**config.mk**
```make
export PLATFORM = sky130hd
export DESIGN_NAME = cpm_comparator_pin_mux
export DESIGN_NICKNAME = d
export VERILOG_FILES = /design/src/include/cpm_pkg.sv /design/src/core/cpm_comparator_pin_mux.sv
export VERILOG_INCLUDE_DIRS = /design/src /design/src/include
export SDC_FILE = /design/constraint.sdc
export NUM_CORES = 1
export LEC_CHECK = 0
export BUFFER_PORTS_ARGS = -buffer_cell sky130_fd_sc_hd__buf_2
export CAP_MARGIN = 10
export CORE_ASPECT_RATIO = 1.2
export CORE_MARGIN = 4
export CORE_UTILIZATION = 55
export DETAILED_ROUTE_END_ITERATION = 6
export PLACE_DENSITY = 0.78
export REMOVE_ABC_BUFFERS = 1
export SETUP_SLACK_MARGIN = 0.05
export SLEW_MARGIN = 40
export SYNTH_ARGS = -nofsm -noshare
export SYNTH_HDL_FRONTEND = slang
export SYNTH_SLANG_ARGS = --single-unit
```
**constraint.sdc**
```tcl
create_clock -name mclk_i -period 1.3 [get_ports mclk_i]
set_input_delay 0 -clock mclk_i [delete_from_list [all_inputs] [get_ports mclk_i]]
set_output_delay 0 -clock mclk_i [all_outputs]
set_load 0.01 [all_outputs]
```
**src/include/cpm_map.svh**
```systemverilog
`ifndef CPM_MAP_SVH
`define CPM_MAP_SVH

// ==========================================================================
// Register offsets (word index on the register port)
// ==========================================================================
`define CPM_ADDR_W          4
`define CPM_DATA_W          16
`define CPM_PINS            8
`define CPM_OFS_OUTSEL      4'h0
`define CPM_OFS_PUD         4'h1
`define CPM_OFS_ENABLE      4'h2
`define CPM_OFS_DIR         4'h3
`define CPM_OFS_DATA        4'h4
`define CPM_OFS_SET         4'h5
`define CPM_OFS_CLEAR       4'h6
`define CPM_OFS_TOGGLE      4'h7

// ==========================================================================
// Reset values
// ==========================================================================
`define CPM_RST_OUTSEL      16'h0000
`define CPM_RST_PUD         8'hFF
`define CPM_RST_ENABLE      8'h00
`define CPM_RST_DIR         8'h00
`define CPM_RST_DATA        8'h00

// ==========================================================================
// Field layout: two select bits per pin, pin n at bits 2n+1..2n
// ==========================================================================
`define CPM_SEL_W           2

`endif

```
**src/include/cpm_pkg.sv**
```systemverilog
package cpm_pkg;

    typedef enum logic [1:0]
    {
        CPM_MODE_GPIO  = 2'b00,
        CPM_MODE_RSV1  = 2'b01,
        CPM_MODE_RSV2  = 2'b10,
        CPM_MODE_COMP  = 2'b11
    } cpm_mode_e;

    typedef logic [7:0] cpm_pins_t;

endpackage

```
**src/core/cpm_comparator_pin_mux.sv**
```systemverilog
// Implementation choices: the plain strobed port and the address map.
`timescale 1ns/1ps
`include "cpm_map.svh"

// Operation
// - Eight pins: GPIO in, out, or comparator; pins 0 and 6 have no comparator here.
// - Pullup disabled while its disable bit is one.
// - Reset leaves every pin analog, GPIO disabled.
// - Only control CPU may program the registers.
// - Two-bit field per pin selects mode 0-3.
// - Mode 0 connects pin to its GPIO.
// - Modes 1 and 2 give no function.
// - Mode 3 routes the fixed comparator to pins.
// - Readable writable data and direction per pin.
module cpm_comparator_pin_mux
(
    input  wire logic                     mclk_i,
    input  wire logic                     rst_i,
    input  wire logic [`CPM_ADDR_W-1:0]   reg_addr_i,
    input  wire logic [`CPM_DATA_W-1:0]   reg_wdata_i,
    input  wire logic                     reg_wr_i,
    input  wire logic                     reg_rd_i,
    input  wire logic                     reg_from_control_cpu_i,
    output logic      [`CPM_DATA_W-1:0]   reg_rdata_o,
    input  wire logic                     comparator1_output_i,
    input  wire logic                     comparator2_output_i,
    input  wire logic                     comparator3_output_i,
    input  wire logic                     comparator4_output_i,
    input  wire logic                     comparator5_output_i,
    input  wire logic                     comparator6_output_i,
    input  wire logic [`CPM_PINS-1:0]     mux_pin_in_i,
    output logic      [`CPM_PINS-1:0]     mux_pin_out_o,
    output logic      [`CPM_PINS-1:0]     mux_pin_oe_o,
    output logic      [`CPM_PINS-1:0]     mux_pin_pullup_en_o,
    output logic      [`CPM_PINS-1:0]     mux_pin_analog_o
);

    // ======================================================================
    // Helpers
    // ======================================================================
    // Both the pin driver and the data readback need each pin's mode.
    function automatic cpm_pkg::cpm_mode_e pin_mode
    (
        input logic [`CPM_DATA_W-1:0] sel,
        input int                     pin
    );
        pin_mode = cpm_pkg::cpm_mode_e'(sel[2*pin +: `CPM_SEL_W]);
    endfunction

    // ======================================================================
    // Register storage
    // ======================================================================
    logic [`CPM_DATA_W-1:0]   output_select_reg;
    logic [`CPM_DATA_W-1:0]   output_select_next;
    cpm_pkg::cpm_pins_t       pullup_disable_reg;
    cpm_pkg::cpm_pins_t       pullup_disable_next;
    cpm_pkg::cpm_pins_t       gpio_enable_reg;
    cpm_pkg::cpm_pins_t       gpio_enable_next;
    cpm_pkg::cpm_pins_t       direction_reg;
    cpm_pkg::cpm_pins_t       direction_next;
    cpm_pkg::cpm_pins_t       data_out_reg;
    cpm_pkg::cpm_pins_t       data_out_next;
    logic [`CPM_DATA_W-1:0]   rdata_reg;
    logic [`CPM_DATA_W-1:0]   rdata_next;

    // ======================================================================
    // Pin input synchronisers
    // ======================================================================
    cpm_pkg::cpm_pins_t       pin_meta_reg;
    cpm_pkg::cpm_pins_t       pin_s2_reg;
    cpm_pkg::cpm_pins_t       pin_s3_reg;
    cpm_pkg::cpm_pins_t       pin_level_reg;
    cpm_pkg::cpm_pins_t       pin_level_next;

    // A level is accepted only once the second and third stages agree, which
    // costs a cycle of latency but filters a single-cycle glitch.
    assign pin_level_next = (pin_s2_reg & pin_s3_reg) | (pin_level_reg & (pin_s2_reg | pin_s3_reg));

    always_ff @(posedge mclk_i)
    begin
        if (rst_i)
        begin
            pin_meta_reg  <= 8'h00;
            pin_s2_reg    <= 8'h00;
            pin_s3_reg    <= 8'h00;
            pin_level_reg <= 8'h00;
        end
        else
        begin
            pin_meta_reg  <= mux_pin_in_i;
            pin_s2_reg    <= pin_meta_reg;
            pin_s3_reg    <= pin_s2_reg;
            pin_level_reg <= pin_level_next;
        end
    end

    // ======================================================================
    // Register access decode
    // ======================================================================
    wire                      wr_ok;
    wire                      rd_ok;
    wire                      hit_outsel;
    wire                      hit_pud;
    wire                      hit_enable;
    wire                      hit_dir;
    wire                      hit_data;
    wire                      hit_set;
    wire                      hit_clear;
    wire                      hit_toggle;
    wire [7:0]                wbyte;

    // Accesses tagged as coming from the other processor are dropped here.
    assign wr_ok      = reg_wr_i & reg_from_control_cpu_i;
    assign rd_ok      = reg_rd_i & reg_from_control_cpu_i;
    assign hit_outsel = (reg_addr_i == `CPM_OFS_OUTSEL);
    assign hit_pud    = (reg_addr_i == `CPM_OFS_PUD);
    assign hit_enable = (reg_addr_i == `CPM_OFS_ENABLE);
    assign hit_dir    = (reg_addr_i == `CPM_OFS_DIR);
    assign hit_data   = (reg_addr_i == `CPM_OFS_DATA);
    assign hit_set    = (reg_addr_i == `CPM_OFS_SET);
    assign hit_clear  = (reg_addr_i == `CPM_OFS_CLEAR);
    assign hit_toggle = (reg_addr_i == `CPM_OFS_TOGGLE);
    assign wbyte      = reg_wdata_i[7:0];

    assign output_select_next  = (wr_ok & hit_outsel) ? reg_wdata_i : output_select_reg;
    assign pullup_disable_next = (wr_ok & hit_pud)    ? wbyte : pullup_disable_reg;
    assign gpio_enable_next    = (wr_ok & hit_enable) ? wbyte : gpio_enable_reg;
    assign direction_next      = (wr_ok & hit_dir)    ? wbyte : direction_reg;

    // Set, clear and toggle let software change single bits without a
    // read-modify-write race against another task.
    assign data_out_next = !wr_ok     ? data_out_reg :
                           hit_data   ? wbyte :
                           hit_set    ? (data_out_reg | wbyte) :
                           hit_clear  ? (data_out_reg & ~wbyte) :
                           hit_toggle ? (data_out_reg ^ wbyte) :
                                        data_out_reg;

    // ======================================================================
    // Data readback
    // ======================================================================
    cpm_pkg::cpm_pins_t       data_view;
    cpm_pkg::cpm_pins_t       gpio_active;

    // An output pin reads back its latch, an input pin its filtered level;
    // a pin not in GPIO mode reads zero.
    always_comb
    begin
        for (int i = 0; i < `CPM_PINS; i++)
        begin
            gpio_active[i] = gpio_enable_reg[i] && (pin_mode(output_select_reg, i) == cpm_pkg::CPM_MODE_GPIO);
            data_view[i]   = gpio_active[i] & (direction_reg[i] ? data_out_reg[i] : pin_level_reg[i]);
        end
    end

    assign rdata_next = !rd_ok      ? 16'h0000 :
                        hit_outsel  ? output_select_reg :
                        hit_pud     ? {8'h00, pullup_disable_reg} :
                        hit_enable  ? {8'h00, gpio_enable_reg} :
                        hit_dir     ? {8'h00, direction_reg} :
                        hit_data    ? {8'h00, data_view} :
                                      16'h0000;

    always_ff @(posedge mclk_i)
    begin
        if (rst_i)
        begin
            output_select_reg  <= `CPM_RST_OUTSEL;
            pullup_disable_reg <= `CPM_RST_PUD;
            gpio_enable_reg    <= `CPM_RST_ENABLE;
            direction_reg      <= `CPM_RST_DIR;
            data_out_reg       <= `CPM_RST_DATA;
            rdata_reg          <= 16'h0000;
        end
        else
        begin
            output_select_reg  <= output_select_next;
            pullup_disable_reg <= pullup_disable_next;
            gpio_enable_reg    <= gpio_enable_next;
            direction_reg      <= direction_next;
            data_out_reg       <= data_out_next;
            rdata_reg          <= rdata_next;
        end
    end

    assign reg_rdata_o = rdata_reg;

    // ======================================================================
    // Pin function selection
    // ======================================================================
    cpm_pkg::cpm_pins_t       comp_route;
    cpm_pkg::cpm_pins_t       comp_present;
    cpm_pkg::cpm_pins_t       pin_out_next;
    cpm_pkg::cpm_pins_t       pin_oe_next;
    cpm_pkg::cpm_pins_t       pin_analog_next;
    cpm_pkg::cpm_pins_t       pin_out_reg;
    cpm_pkg::cpm_pins_t       pin_oe_reg;
    cpm_pkg::cpm_pins_t       pin_analog_reg;
    cpm_pkg::cpm_pins_t       pin_pullup_reg;

    // Pins 0 and 6 have no comparator behind them.
    assign comp_route = {comparator5_output_i, 1'b0, comparator4_output_i, comparator3_output_i,
                         comparator2_output_i, comparator6_output_i, comparator1_output_i, 1'b0};
    assign comp_present = 8'hBE;

    always_comb
    begin
        for (int i = 0; i < `CPM_PINS; i++)
        begin
            pin_out_next[i]    = 1'b0;
            pin_oe_next[i]     = 1'b0;
            pin_analog_next[i] = 1'b1;
            if (gpio_enable_reg[i])
            begin
                unique case (pin_mode(output_select_reg, i))
                    cpm_pkg::CPM_MODE_GPIO:
                    begin
                        pin_analog_next[i] = 1'b0;
                        pin_oe_next[i]     = direction_reg[i];
                        pin_out_next[i]    = data_out_reg[i];
                    end
                    cpm_pkg::CPM_MODE_RSV1,
                    cpm_pkg::CPM_MODE_RSV2:
                    begin
                        pin_analog_next[i] = 1'b0;
                    end
                    cpm_pkg::CPM_MODE_COMP:
                    begin
                        pin_analog_next[i] = 1'b0;
                        pin_oe_next[i]     = comp_present[i];
                        pin_out_next[i]    = comp_route[i];
                    end
                endcase
            end
        end
    end

    // Registered so that the pad sees one clean edge per change, at the
    // price of one cycle between a register write and the pin.
    always_ff @(posedge mclk_i)
    begin
        if (rst_i)
        begin
            pin_out_reg    <= 8'h00;
            pin_oe_reg     <= 8'h00;
            pin_analog_reg <= 8'hFF;
            pin_pullup_reg <= 8'h00;
        end
        else
        begin
            pin_out_reg    <= pin_out_next;
            pin_oe_reg     <= pin_oe_next;
            pin_analog_reg <= pin_analog_next;
            pin_pullup_reg <= ~pullup_disable_reg;
        end
    end

    assign mux_pin_out_o       = pin_out_reg;
    assign mux_pin_oe_o        = pin_oe_reg;
    assign mux_pin_analog_o    = pin_analog_reg;
    assign mux_pin_pullup_en_o = pin_pullup_reg;

endmodule // cpm_comparator_pin_mux

```
# Word-level counts from Yosys, hierarchy flattened
# Index checks and enable logic that the tools add are counted.
# totals
output_inout_bits,48
inputBits,39
register_bits,128
# classes
reduce_logical,38
n_eq_ne,31
bitwise_logic,34
muxes,37
# ops
op,n
2-to-1 mux 8 bit,8
== test 2 bit (second input constant),16
OR reduction 4 bit,8
bitwise AND 8 bit,3
bitwise OR 8 bit,3
case mux 1 bit (2 select lines),12
OR reduction 2 bit,9
== test 2 x 1 -> 1 bit (second input constant),8
== test 4 x 3 -> 1 bit (second input constant),4
zero test 2 bit,8
2-to-1 mux 1 bit,16
2-to-1 mux 16 bit,1
inverter 8 bit,2
bitwise AND 1 bit,14
inverter 1 bit,11
== test 4 x 2 -> 1 bit (second input constant),2
logical AND 1 bit,8
XOR 8 bit,1
OR reduction 3 bit,2
== test 4 x 1 -> 1 bit (second input constant),1
zero test 4 bit,1
nonzero test 4 bit,1
AND reduction 2 bit,1

# Longest topological paths before layout
# depth
word_depth,8
mapped_depth,7
mapped_depth_nobuf,4

# Worst setup path after synthesis
# Ideal clock, no wire load.
# synth_path
path_kind,input-to-reg
from,in reg_addr_i[0]
to,reg pullup_disable_reg[0]
setup_ns,0.120
cell_stages,6
arrival_ns,1.063
required_time_ns,1.180
setup_slack_ns,0.118
path_buffers,3
cell_sequence,buf_4 nor2b_1 buf_4 nand4_2 buf_2 a211o_1
# synth_via
elab_chain_cells,2
# synth_lines
element,line_no,source
from (decl),cpm_comparator_pin_mux.sv:19,"input wire logic [`CPM_ADDR_W-1:0] reg_addr_i,"
== test 4 x 1 -> 1 bit (no source line),n/a,
bitwise AND 1 bit,cpm_comparator_pin_mux.sv:126,assign pullup_disable_next = (wr_ok & hit_pud) ? wbyte : pullup_disable_reg;
to (signal assigned),cpm_comparator_pin_mux.sv:169,pullup_disable_reg <= `CPM_RST_PUD;
to (signal assigned),cpm_comparator_pin_mux.sv:178,pullup_disable_reg <= pullup_disable_next;
to (decl),cpm_comparator_pin_mux.sv:55,cpm_pkg::cpm_pins_t pullup_disable_reg;
# Every way passes these cells.
# A chain may end at the register's enable or synchronous reset.

# Worst setup path after layout
# layout_path
from,reg data_out_reg[4]
to,reg data_out_reg[4]
# layout_via
elab_chain_cells,5
word_cells_on_any_way,7
classes_between,mux: 4; bitwise: 3
# layout_lines
element,line_no,source
from (decl),cpm_comparator_pin_mux.sv:61,cpm_pkg::cpm_pins_t data_out_reg;
from (signal assigned),cpm_comparator_pin_mux.sv:172,data_out_reg <= `CPM_RST_DATA;
from (signal assigned),cpm_comparator_pin_mux.sv:181,data_out_reg <= data_out_next;
XOR 8 bit,cpm_comparator_pin_mux.sv:136,hit_toggle ? (data_out_reg ^ wbyte) :
2-to-1 mux 8 bit,cpm_comparator_pin_mux.sv:136,
2-to-1 mux 8 bit,cpm_comparator_pin_mux.sv:135,hit_clear ? (data_out_reg & ~wbyte) :
2-to-1 mux 8 bit (*),cpm_comparator_pin_mux.sv:134,hit_set ? (data_out_reg | wbyte) :
2-to-1 mux 8 bit (*),cpm_comparator_pin_mux.sv:133,hit_data ? wbyte :
# Mark *: on every way between the ends. The rest lies on a longest branch, timed or not. The select of a mux whose other input is x is not followed.

==> results.json <==
{
  "outcome": "finished clean",
  "dp_hpwl_um": 9651,
  "dp_cells": 764,
  "final_common_cell": "dfxtp_1",
  "setup_violations": 0,
  "slew_headroom_pct": 80.19,
  "multi_input_area_sq_um": 2402,
  "fmax_mhz": 790.6,
  "final_cell_count_no_fill": 844,
  "grt_antenna_before_repair": 1,
  "fin_worst_skew_ns": 0.006436,
  "htree_levels": 4,
  "grt_start_max_net_pins": 25,
  "hold_path.class": "in2reg",
  "num_vias": 4736,
  "synthTopCellsByArea": "dfxtp_1, ha_1, mux2i_1, a21oi_1, nand2_1",
  "worstPathArrival_ns": 1.70,
  "fin_setup_tns_ns": 0,
  "synth_top_cell_by_area": "dfxtp_1",
  "synth_area_sq_um": 5182,
  "synth-seq-cells": 128,
  "drive_gt1_share_pct": 29.56,
  "setup_ws_ns": 0.03518,
  "grt_overflow": 0,
  "gp_congestion": 0.9324,
  "first_iter_violations": 281,
  "cts_tree": "done",
  "die_w_um": 96.61,
  "firstDrtPassIters": 7,
  "finalCritPeriodShare_pct": 97.29,
  "drc": 0,
  "clk-insertion-delay-late_ns": 0.53,
  "nets": 778,
  "nFillCells": 617,
  "syn_inst": 543,
  "antenna_cells": 0,
  "drv_cap": 0,
  "layout_common_cells": "dfxtp_1, buf_2, nand2_1",
  "cts_buffers": 17,
  "io_buffers": 86,
  "yosysUniqueCellTypes": 42,
  "path_max_fanout": 3,
  "worstSetupPathType": "reg2reg",
  "drt-total-wl_um": 15270,
  "viasPerCell": 5.611,
  "post-place-ws_ns": -0.01945,
  "start_util_pct": 56.77,
  "grt_usage_pct": 27.94,
  "grt_pass1_wl_um": 24180,
  "layout.area.seq_sq_um": 2582,
  "fin_area_sq_um": 7117,
  "cts.sinks": 128,
  "die_h_um": 114.3,
  "ir_worst_vdd_uv": 1008,
  "syn_to_final_growth_pct": 37.33,
  "finalCriticalPeriod_ns": 1.265,
  "yosys_most_used_dff": "dfxtp_1",
  "post_drt_wl_per_cell_um": 18.10,
  "dieArea_sq_um": 11050,
  "io_pins": 87,
  "core_area_sq_um": 9129,
  "grt_pass1_vias": 4863,
  "root_buffer": "clkbuf_8",
  "slew_viol_final": 0,
  "yosysSeqAreaShare_pct": 49.44,
  "tightest_slew_ns": 0.2945,
  "p_leak_uw": 0.003038,
  "rrSetupSlack_ns": 0.04,
  "synth_top_area_share_pct": 49.44,
  "placed_area_sq_um": 5997,
  "start_kind": "flop",
  "cp.required_ns": 1.73,
  "row_count": 38,
  "async_flop_share_pct": 0,
  "power.density_nw_per_um2": 1319,
  "synth_warnings": 0,
  "synth_area_per_cell_sq_um": 9.544,
  "synth_edf_count": 0,
  "endpoint_kind": "flop",
  "cts_buffer_depth": 2,
  "rsz0062_at_grt": "true",
  "hold_viol": 0,
  "ant_nets": 0,
  "clk_pin_slew_ns": 0.06
}
## layout make-up
class                   instances  area share, %
flip-flops and latches        128          36.29
inverters                      30          1.582
clock buffers                  19          6.065
repair buffers                180          17.91
clock inverters                13          2.286
well taps                     120          2.110
multi-input cells             354          33.76
## path summary, 6_finish.rpt
check                               startpoint  cells past startpoint                            to
setup reg to reg  data_out_reg[4]$_SDFFE_PP0P_                      4  data_out_reg[4]$_SDFFE_PP0P_
setup / recovery  data_out_reg[4]$_SDFFE_PP0P_                      4  data_out_reg[4]$_SDFFE_PP0P_
hold / removal          reg_from_control_cpu_i                      4  data_out_reg[7]$_SDFFE_PP0P_
hold reg to reg     pin_meta_reg[7]$_SDFF_PP0_                      1      pin_s2_reg[7]$_SDFF_PP0_
## critical path, cell delays in order, from the launching register on
cell and delay (ns):
dfxtp_2 0.34, inv_1 0.08, ha_1 0.20, a221o_1 0.32, a211oi_2 0.23
## what timing repair did
item	in CTS	in global routing
pin swaps	0	5
setup endpoints to repair	3	24
setup buffers	0	9
gates resized for setup	3	25
hold endpoints to repair	72	0
hold buffers	40	0
## cell usage after synthesis, types with 2 or more instances
cell      count
clkbuf_1     15
o32ai_1       2
mux2i_1      32
nor2b_1      26
a41oi_1       6
nand4_2       2
buf_2        11
o22ai_1       6
o21ai_0      16
dfxtp_1     128
nand2_1      55
or2_2         6
a21oi_1      46
ha_1         28
a211oi_1     10
buf_4         5
a211o_1      13
and2_1        2
a221o_1       8
nor4_1       16
nor4b_1       2
a31oi_1       2
a22oi_1       6
nor2_1       54
inv_1        28
a21o_1        2
## stage by stage
| step | power [uW] | hold slack, ns | util (%) |
|---|---|---|---|
| 2_1_floorplan | 4289 | 0.06669 | - |
| 3_3_place_gp | 4579 | 0.2075 | 65.69 |
| 3_5_place_dp | 4598 | 0.2170 | 65.69 |
| 4_1_cts | 9372 | -0.01572 | 76.67 |
| 5_1_grt | 9671 | 0.03273 | 77.96 |
| 6_report | 9384 | 0.01871 | 77.96 |
## logic make-up (layout without fill, tap and decap cells)
logic type | after synthesis | after routing | share of synthesized area (%)
muxes | 32 | 32 | 6.181
DFF | 128 | 128 | 49.44
adders and majority gates | 28 | 28 | 6.760
AOI/OAI and AO/OA | 118 | 118 | 14.80
buffers and inverters | 61 | 242 | 5.046
and+or+nand+nor | 176 | 176 | 17.77
## layer usage
layer	wire length [um]	track usage, %	vias to the layer above
li1	-	-	2235
met1	6164	32.33	2215
met2	7517	47.61	229
met3	989	7.191	55
met4	595	14.89	2
met5	7	0	-
## power breakdown
| group | internal [uW] | switching, uW |
|---|---|---|
| Clock | 2970 | 1770 |
| Combinational | 291 | 338 |
| Sequential | 3980 | 31.7 |
| Total | 7240 | 2140 |
Note: power is estimated with default switching activity, not from simulation.
